## src/core/pif_pkg.sv

```systemverilog
/*
   Constants and carrier types for the peripheral interrupt flag block.
   Assumes a 32-bit Avalon-MM master with byte addresses and a single core clock.
*/
package pif_pkg;

   // Register indices; byte address is four times the index
   localparam logic [5:0] IDX_FLAGS_B   = 6'h10;
   localparam logic [5:0] IDX_ENABLES_B = 6'h11;
   localparam logic [5:0] IDX_FLAGS_A   = 6'h16;
   localparam logic [5:0] IDX_ENABLES_A = 6'h17;
   localparam logic [5:0] IDX_FLAG_CLR  = 6'h18;

   // Flag bit positions, first flag register
   localparam int BIT_PORT_CHANGE = 7;
   localparam int BIT_TIMER_THREE = 6;
   localparam int BIT_TIMER_TWO   = 5;
   localparam int BIT_TIMER_ONE   = 4;
   localparam int BIT_CAPTURE_TWO = 3;
   localparam int BIT_CAPTURE_ONE = 2;
   localparam int BIT_TX_EMPTY    = 1;
   localparam int BIT_RX_FULL     = 0;
   // Second flag register
   localparam int BIT_SYNC_PORT   = 7;
   localparam int BIT_BUS_COLL    = 6;
   localparam int BIT_CONV_DONE   = 5;
   localparam int BIT_CAPTURE_FOUR  = 3;
   localparam int BIT_CAPTURE_THREE = 2;

   // Capture pin vector positions
   localparam int CAP_ONE   = 0;
   localparam int CAP_TWO   = 1;
   localparam int CAP_THREE = 2;
   localparam int CAP_FOUR  = 3;

   localparam logic [7:0] SW_MASK_A     = 8'hFC;
   localparam logic [7:0] SW_MASK_B     = 8'hEC;
   localparam logic [7:0] FLAGS_A_RST   = 8'h02;
   localparam logic [7:0] FLAGS_B_RST   = 8'h02;
   localparam logic [7:0] ENABLES_RST   = 8'h00;
   localparam logic [7:0] ENABLES_B_MSK = 8'hEF;
   localparam logic [15:0] T3_TOP       = 16'hFFFF;

   typedef struct packed {
      logic [7:0]  timer_one_count;
      logic [7:0]  timer_two_count;
      logic [15:0] timer_three_count;
      logic [7:0]  period_one;
      logic [7:0]  period_two;
      logic [15:0] period_three_pair;
      logic        capture_period_select;
      logic        wide_timer_mode;
   } pif_timers_t;

   typedef struct packed {
      logic serial_a_tx_empty;
      logic serial_a_rx_full;
      logic serial_b_tx_empty;
      logic serial_b_rx_full;
   } pif_serial_t;

   typedef struct packed {
      logic sync_port_event;
      logic bus_collision;
      logic conversion_done;
   } pif_misc_t;

   typedef struct packed {
      logic [7:0]  pb_s1;
      logic [7:0]  pb_s2;
      logic [7:0]  pb_latch;
      logic [3:0]  cap_s1;
      logic [3:0]  cap_s2;
      logic [3:0]  cap_prev;
      logic [7:0]  t1_prev;
      logic [7:0]  t2_prev;
      logic [15:0] t3_prev;
      logic [7:0]  flags_a;
      logic [7:0]  flags_b;
      logic [7:0]  enables_a;
      logic [7:0]  enables_b;
      logic        ack;
      logic [31:0] rdata;
      logic        irq;
   } pif_state_t;

endpackage

```

## src/core/pif_flags.sv

```systemverilog
/*
   Peripheral interrupt flag registers with enables, Avalon-MM slave access,
   a write-one-to-clear register and one level interrupt output.
   Assumes timer counts, periods, serial buffer levels and misc events come from
   logic on mclk_in; port B and capture pins come from outside and are synchronised.
*/
// How it works
// [RULE_01] Port-change flag sets every cycle port B differs from its latched copy.
// [RULE_02] With capture_period_select high the timer-three flag sets on timer-three overflow.
// [RULE_03] With capture_period_select low the timer-three flag sets on rollover from its period.
// [RULE_04] Timer-two flag sets when timer two rolls to zero from its period.
// [RULE_05] In 8-bit mode the timer-one flag sets when timer one rolls to zero from its period.
// [RULE_06] In wide mode the timer-one flag sets when the joined count rolls from the joined period.
// [RULE_07] Capture one and two flags set on a capture edge at their pins.
// [RULE_08] First transmit flag reads 1 while that transmit buffer is empty.
// [RULE_09] First receive flag reads 1 while that receive buffer holds a word.
// [RULE_10] Transmit-empty flags follow hardware only and ignore writes.
// [RULE_11] Receive-full flags follow hardware only and clear when the buffer is read out.
// [RULE_12] Reset leaves bits 6 to 2 clear, transmit-empty 1 and receive-full 0.
// [RULE_13] An interrupt is asked for only while a flag and its enable are both 1.
// [RULE_14] Second flag register carries sync port, collision, conversion, a zero bit, captures and serial b.
// [RULE_15] Writable flags stay set until cleared by software, and a hardware set beats a clear.
`timescale 1ns/10ps
module pif_flags
(
   input  wire logic                 mclk_in,
   input  wire logic                 rst_in,
   input  wire logic [7:0]           avs_address_in,
   input  wire logic                 avs_read_in,
   input  wire logic                 avs_write_in,
   input  wire logic [31:0]          avs_writedata_in,
   input  wire logic [3:0]           avs_byteenable_in,
   output logic      [31:0]          avs_readdata_out,
   output logic                      avs_waitrequest_out,
   input  wire logic [7:0]           port_b_inputs_in,
   input  wire logic                 port_b_latch_in,
   input  wire logic [3:0]           capture_pins_in,
   input  wire pif_pkg::pif_timers_t timers_in,
   input  wire pif_pkg::pif_serial_t serial_in,
   input  wire pif_pkg::pif_misc_t   misc_in,
   output logic                      irq_out
);

   pif_pkg::pif_state_t st_reg;
   pif_pkg::pif_state_t st_next;

   logic [7:0]  set_a;
   logic [7:0]  set_b;
   logic [7:0]  clr_a;
   logic [7:0]  clr_b;
   logic [7:0]  hw_a;
   logic [7:0]  hw_b;
   logic [3:0]  cap_edge;
   logic [5:0]  idx;
   logic        req;
   logic        wr_go;
   logic        wr_lo;
   logic [31:0] rd_mux;
   logic        t1_wrap;
   logic        t2_wrap;
   logic        wide_wrap;
   logic        t3_wrap;
   logic        t3_ovf;

   assign idx = avs_address_in[7:2];
   assign req = avs_read_in | avs_write_in;
   assign avs_waitrequest_out = req & ~st_reg.ack;
   assign avs_readdata_out = st_reg.rdata;
   assign irq_out = st_reg.irq;

   always_comb
   begin
      st_next = st_reg;
      set_a = 8'h00;
      set_b = 8'h00;
      clr_a = 8'h00;
      clr_b = 8'h00;
      hw_a = 8'h00;
      hw_b = 8'h00;
      rd_mux = 32'h0000_0000;

      // Two-stage synchronisers for pins
      st_next.pb_s1 = port_b_inputs_in;
      st_next.pb_s2 = st_reg.pb_s1;
      st_next.cap_s1 = capture_pins_in;
      st_next.cap_s2 = st_reg.cap_s1;
      st_next.cap_prev = st_reg.cap_s2;
      cap_edge = st_reg.cap_s2 & ~st_reg.cap_prev;
      if (port_b_latch_in)
      begin
         st_next.pb_latch = st_reg.pb_s2;
      end

      // Timer rollover detection from last cycle's count
      st_next.t1_prev = timers_in.timer_one_count;
      st_next.t2_prev = timers_in.timer_two_count;
      st_next.t3_prev = timers_in.timer_three_count;
      t1_wrap = (st_reg.t1_prev == timers_in.period_one)
                && (timers_in.timer_one_count == 8'h00);
      t2_wrap = (st_reg.t2_prev == timers_in.period_two)
                && (timers_in.timer_two_count == 8'h00);
      wide_wrap = ({st_reg.t2_prev, st_reg.t1_prev}
                   == {timers_in.period_two, timers_in.period_one})
                  && ({timers_in.timer_two_count, timers_in.timer_one_count} == 16'h0000);
      t3_wrap = (st_reg.t3_prev == timers_in.period_three_pair)
                && (timers_in.timer_three_count == 16'h0000);
      t3_ovf = (st_reg.t3_prev == pif_pkg::T3_TOP)
               && (timers_in.timer_three_count == 16'h0000);

      set_a[pif_pkg::BIT_PORT_CHANGE] = st_reg.pb_s2 != st_reg.pb_latch;   // see [RULE_01]
      if (timers_in.capture_period_select)
      begin
         set_a[pif_pkg::BIT_TIMER_THREE] = t3_ovf;                        // see [RULE_02]
      end
      else
      begin
         set_a[pif_pkg::BIT_TIMER_THREE] = t3_wrap;                       // see [RULE_03]
      end
      set_a[pif_pkg::BIT_TIMER_TWO] = t2_wrap;                            // see [RULE_04]
      if (timers_in.wide_timer_mode)
      begin
         set_a[pif_pkg::BIT_TIMER_ONE] = wide_wrap;                       // see [RULE_06]
      end
      else
      begin
         set_a[pif_pkg::BIT_TIMER_ONE] = t1_wrap;                         // see [RULE_05]
      end
      set_a[pif_pkg::BIT_CAPTURE_ONE] = cap_edge[pif_pkg::CAP_ONE];       // see [RULE_07]
      set_a[pif_pkg::BIT_CAPTURE_TWO] = cap_edge[pif_pkg::CAP_TWO];       // see [RULE_07]

      set_b[pif_pkg::BIT_SYNC_PORT] = misc_in.sync_port_event;            // see [RULE_14]
      set_b[pif_pkg::BIT_BUS_COLL] = misc_in.bus_collision;
      set_b[pif_pkg::BIT_CONV_DONE] = misc_in.conversion_done;
      set_b[pif_pkg::BIT_CAPTURE_THREE] = cap_edge[pif_pkg::CAP_THREE];
      set_b[pif_pkg::BIT_CAPTURE_FOUR] = cap_edge[pif_pkg::CAP_FOUR];

      // Buffer-state flags mirror the serial units
      hw_a[pif_pkg::BIT_TX_EMPTY] = serial_in.serial_a_tx_empty;          // see [RULE_08]
      hw_a[pif_pkg::BIT_RX_FULL] = serial_in.serial_a_rx_full;            // see [RULE_09]
      hw_b[pif_pkg::BIT_TX_EMPTY] = serial_in.serial_b_tx_empty;          // see [RULE_14]
      hw_b[pif_pkg::BIT_RX_FULL] = serial_in.serial_b_rx_full;            // see [RULE_14]

      // Bus slave: one wait cycle, then the request completes
      wr_go = avs_write_in & st_reg.ack & avs_byteenable_in[0];
      wr_lo = avs_write_in & st_reg.ack & avs_byteenable_in[1];
      st_next.ack = req & ~st_reg.ack;

      if (wr_go && (idx == pif_pkg::IDX_FLAG_CLR))
      begin
         clr_a = avs_writedata_in[7:0];
      end
      if (wr_lo && (idx == pif_pkg::IDX_FLAG_CLR))
      begin
         clr_b = avs_writedata_in[15:8];
      end

      // Software writes only the writable bits; set wins over clear
      if (wr_go && (idx == pif_pkg::IDX_FLAGS_A))
      begin
         st_next.flags_a = avs_writedata_in[7:0];
      end
      if (wr_go && (idx == pif_pkg::IDX_FLAGS_B))
      begin
         st_next.flags_b = avs_writedata_in[7:0];
      end
      st_next.flags_a = ((st_next.flags_a & ~clr_a) | set_a) & pif_pkg::SW_MASK_A;  // see [RULE_15]
      st_next.flags_b = ((st_next.flags_b & ~clr_b) | set_b) & pif_pkg::SW_MASK_B;  // see [RULE_15]
      st_next.flags_a = st_next.flags_a | hw_a;                           // see [RULE_10]
      st_next.flags_b = st_next.flags_b | hw_b;                           // see [RULE_11]

      if (wr_go && (idx == pif_pkg::IDX_ENABLES_A))
      begin
         st_next.enables_a = avs_writedata_in[7:0];
      end
      if (wr_go && (idx == pif_pkg::IDX_ENABLES_B))
      begin
         st_next.enables_b = avs_writedata_in[7:0] & pif_pkg::ENABLES_B_MSK;
      end

      st_next.irq = |((st_next.flags_a & st_next.enables_a)
                      | (st_next.flags_b & st_next.enables_b));          // see [RULE_13]

      unique case (idx)
         pif_pkg::IDX_FLAGS_A:   rd_mux[7:0] = st_reg.flags_a;
         pif_pkg::IDX_FLAGS_B:   rd_mux[7:0] = st_reg.flags_b;
         pif_pkg::IDX_ENABLES_A: rd_mux[7:0] = st_reg.enables_a;
         pif_pkg::IDX_ENABLES_B: rd_mux[7:0] = st_reg.enables_b;
         default:                rd_mux = 32'h0000_0000;
      endcase
      if (avs_read_in && !st_reg.ack)
      begin
         st_next.rdata = rd_mux;
      end
   end

   always_ff @(posedge mclk_in or posedge rst_in)
   begin
      if (rst_in)
      begin
         st_reg <= '0;
         st_reg.flags_a <= pif_pkg::FLAGS_A_RST;                           // see [RULE_12]
         st_reg.flags_b <= pif_pkg::FLAGS_B_RST;                           // see [RULE_14]
         st_reg.enables_a <= pif_pkg::ENABLES_RST;
         st_reg.enables_b <= pif_pkg::ENABLES_RST;
      end
      else
      begin
         st_reg <= st_next;
      end
   end

endmodule

```

## config.mk

```make
export PLATFORM = sky130hd
export DESIGN_NAME = pif_flags
export DESIGN_NICKNAME = d
export VERILOG_FILES = /design/src/core/pif_pkg.sv /design/src/core/pif_flags.sv
export SDC_FILE = /design/constraint.sdc
export NUM_CORES = 1
export LEC_CHECK = 0
export ABC_AREA = 1
export BUFFER_PORTS_ARGS = -buffer_cell sky130_fd_sc_hd__buf_4
export CAP_MARGIN = 20
export CORE_MARGIN = 3
export CORE_UTILIZATION = 40
export DETAILED_ROUTE_END_ITERATION = 8
export PLACE_DENSITY = 0.67
export SLEW_MARGIN = 10
export SYNTH_ARGS = -nofsm -noshare
export SYNTH_HDL_FRONTEND = slang
export SYNTH_SLANG_ARGS = --single-unit
export TNS_END_PERCENT = 30
```

## constraint.sdc

```tcl
create_clock -name mclk_in -period 3 [get_ports mclk_in]
set_input_delay 0.15 -clock mclk_in [delete_from_list [all_inputs] [get_ports mclk_in]]
set_output_delay 0.15 -clock mclk_in [all_outputs]
set_load 0.02 [all_outputs]
```

Yosys cells after proc, flatten, opt, wreduce, memory -nomap -nowiden
Cells that the tools add are included.

operators by class
  muxes and demuxes = 9
  add/subtract/negate cells = 0
  divide/modulo/power cells = 0
  shifts and indexed selects = 0
  $lt $le $gt $ge = 0
  reductions and logical operators = 18
  eq/ne operators = 11
  bitwise gates (word level) = 19
  multipliers = 0

operator list
  operator                                        number
  two-way mux 8 bit                               6
  AND 8 bit                                       4
  == test 16 bit                                  2
  zero test 16 bit                                2
  one-hot mux 8 bit (4 select lines)              1
  == test 6 x 5 -> 1 bit (second input constant)  5
  OR 8 bit                                        3
  == test 16 bit (second input constant)          1
  == test 8 bit                                   2
  zero test 8 bit                                 2
  inverter 8 bit                                  2
  OR 8 x 2 -> 8 bit                               2
  logical AND 1 bit                               12
  inequality test 8 bit                           1
  OR reduction 8 bit                              1
  AND 1 bit                                       4
  AND 4 bit                                       1
  inverter 4 bit                                  1
  two-way mux 1 bit                               2
  zero test 1 bit                                 1
  inverter 1 bit                                  1
  OR 1 bit                                        1

storage, ports and cells
  bits in writable memories = 0
  memory bits (read-only) = 0
  bits in latches = 0
  memories kept = 0
  register bits after elaboration = 110
  word-level logic and storage cells = 73
  output and inout bits = 34

Logic depth before layout (Yosys ltp)
  depth in word-level cells = 11
  gate-level depth with buffers = 14
  mapped depth without buffers = 14

Worst setup path before layout
Ideal clock, no wire load.

  kind = flip-flop to flip-flop
  start = register st_reg[33] in the netlist's numbering
  end = register st_reg (netlist bit irq_out)
  path buffers = 2
  period minus slack after synthesis = 1.464 ns
  data arrival time = 1.347 ns
  setup slack = 1.536 ns
  stages on the path, launching flop included = 14
  required time = 2.883 ns
  library setup time = 0.117 ns
  cells stage by stage = dfrtp_1 > nand2_2 > nor2_4 > buf_6 > buf_6 > nand4_1 > nand3_1 > nand2_1 > clkinv_1 > nand2_1 > nor2_1 > nand2_1 > nor2_2 > nand2_1

RTL lines
  what                      RTL line          text
  start: declaration        pif_flags.sv:44   pif_pkg::pif_state_t st_reg;
  start signal: assignment  pif_flags.sv:208  st_reg <= st_next;

==> metrics.txt <==
Post-CTS Setup Repair Bufs 0; Die Ht 119 µm; CP Max Fanout 21; Clock transition at path regs 0.08 ns; final net count around 900; Synth area leader dfrtp_1; drt first pass iters 5; Primary FF master, synth dfrtp_1; FMAX 508 MHz; arrival time at the worst endpoint 2.20 ns; relative slew slack 62.7%; grt ovf 0; clock root buffer clkbuf_16; Critical Path Source Type register; boundary pin count 168; final hold violation count 0; Clock Sink Count 108; GRT Util Overall 17.2%; Seq/Total Area, Yosys 53.0%; # resized after CTS 0; Seq pwr share around half; Cell Pwr Density 469 nW/µm²; initial antenna violation count 0; synthesized area per cell between 8 and 9 µm²; Crit Path Category reg2reg; DR vias/cell ~4.5; FILL cells around 1100; Final Critical Period 1.97 ns; CP required between 3 and 4 ns; CTS tree done; Synth top area share approximately half; ant diodes 0; Post-synth top cells 180 x nand2_1, 106 x dfrtp_1, 80 x inv_1; first-pass GRT wire length 19700 µm; DRC Markers 0; HP Class in2reg; drt initial violations between 150 and 200; Async S/R FF share, synth between 90% and 100%; drt total wl 11900 µm; Synth Instances 603; htree depth 3; RD Place Congestion around 0.87; largest net degree at the start of global routing 71; Pint 2.35 mW; Max Clock Skew 0.00954 ns; number of synthesized flops with an enable pin 0; Leakage between 3 and 4 nW; final core utilization between 50% and 60%; port bufs 120; # rows 40; Routed WL per cell 12.6 µm; synth-to-layout area growth 34.1%; power share of the combinational group 13.9%; share of layout cells above drive strength 1 21.7%; die extent in x 119 µm; part of the cycle the worst path needs 65.6%; via count roughly 4200; max-slew violation count 0; Slew @ Worst Pin 0.558 ns; clock network latency to the later pin of the worst-skew pair 0.35 ns; CTS Buf Count 9; ranking of synthesized cells by area dfrtp_1 52%, nand2_1 13%, inv_1 5.9%, buf_4 4.9%, nor2_1 4.6%; Post-DP HPWL around 8700 µm; RSZ-0062 raised after global routing no; number of synthesized register bits approximately 110; Starting Density 41.6%; max reg flops 83; max-cap violation count 0; Cell variety after synth 31; die footprint 14100 µm²; setup total negative slack 0 ns; Hold-fix buffers, CTS 50; Clk network pwr share 37.4%; mapped cell area around 5100 µm²; Routed Antenna Nets 0; switch share 26.7%; status completed; Setup crit end kind register; vias in the first global route 4305; yosys warns 0; NetSw 0.856 mW; Clock Path Buffers 2; final setup vio count 0; most common cell in the netlist nand2_1; CORE AREA 12300 µm²; maximum vdd ir drop around 0.28 mV
## critical path, cell delays in order, from the launching register on
cell     delay (ns)
dfrtp_1        0.39
nand2_2        0.09
nor2_4         0.09
buf_4          0.25
nand3_2        0.32
nand2_1        0.13
o21ai_0        0.13
nand2_1        0.09
nand2_1        0.06
inv_1          0.05
nand2_1        0.06
nor2_2         0.12
nand2_1        0.06
## metal layers
metal,GRT usage [%],routed length [µm],vias up
met2,30.2,5990,131
met1,21.2,5110,1949
met4,6.08,168,0
met3,3.32,609,12
li1,-,-,2156
met5,0,0,-
## cells by family after synthesis
logic type	Yosys count	synth area share (%)
and+or+nand+nor	311	25.8
buffers and inverters	123	12.0
DFF	108	53.0
AOI/OAI and AO/OA	38	4.88
xor gates and xnor gates	14	2.40
muxes	8	1.77
other	1	0.0735
## power groups by stage
stage / combinational, mW / clock, mW / sequential [mW]
after floorplan: 0.249 / 0 / 1.58
after global placement: 0.385 / 0 / 1.59
after detailed placement: 0.395 / 0 / 1.59
after CTS: 0.448 / 1.24 / 1.56
after global routing: 0.498 / 1.30 / 1.57
final: 0.445 / 1.20 / 1.56
## final timing paths
| check | from | to | slack (ns) | depth (start not counted) |
|---|---|---|---|---|
| worst max register to register | st_reg[33] | irq_out | 1.03 | 12 |
| worst min register to register | st_next[118] | st_reg[118] | 0.35 | 0 |
| max in group asynchronous | rst_in | st_reg[59] | 1.84 | 4 |
| min in group asynchronous | rst_in | st_reg[91] | 0.38 | 3 |
| worst max-delay path | st_reg[33] | irq_out | 1.03 | 12 |
| worst min-delay path | misc_in[0] | st_reg[55] | 0.02 | 3 |
## per-stage QoR
stage | std cells | total power [mW] | area [µm²] | setup WS [ns] | hold slack [ns]
after floorplan | 626 | 1.83 | 5190 | 0.00771 | 0.154
after global placement | 876 | 1.97 | 6030 | 1.03 | 0.205
after detailed placement | 876 | 1.99 | 6030 | 1.00 | 0.214
after CTS | 942 | 3.25 | 6840 | 1.06 | 0.00846
after global routing | 942 | 3.37 | 6840 | 0.860 | 0.0102
final | 942 | 3.21 | 6840 | 1.03 | 0.0219
## area by class of cell
| class | count | area, µm² | area share (%) |
|---|---|---|---|
| sequential | 108 | 2710 | 39.5 |
| multi-input combinational | 395 | 1870 | 27.3 |
| timing repair buffer | 174 | 1440 | 21.1 |
| inverter | 81 | 307 | 4.48 |
| clock buffer | 9 | 225 | 3.29 |
| tap | 168 | 210 | 3.07 |
| clock inverter | 7 | 83.8 | 1.22 |
## cell usage in the layout, fill, tap and decap left out, types with 2 or more instances in the layout
cell type / synthesis / layout
nand4_1: 22 / 22
dfrtp_1: 106 / 106
buf_4: 33 / 123
conb_1: 1 / 24
nand3_1: 25 / 25
o2111ai_1: 6 / 6
clkinv_8: 0 / 2
xnor2_1: 6 / 6
and2_1: 4 / 4
clkbuf_16: 0 / 9
inv_8: 0 / 3
o22ai_1: 3 / 3
o21bai_1: 11 / 11
o21ai_0: 9 / 9
dfstp_2: 2 / 2
or2_2: 4 / 4
nand2_2: 3 / 3
dlygate4sd3_1: 0 / 50
xor2_1: 8 / 8
o21ai_1: 5 / 5
mux2_2: 8 / 8
nor2_1: 62 / 62
nor2_2: 8 / 8
nand2_1: 180 / 180
a21oi_1: 2 / 2
inv_1: 80 / 79
Power figures use the tool's default switching activity.
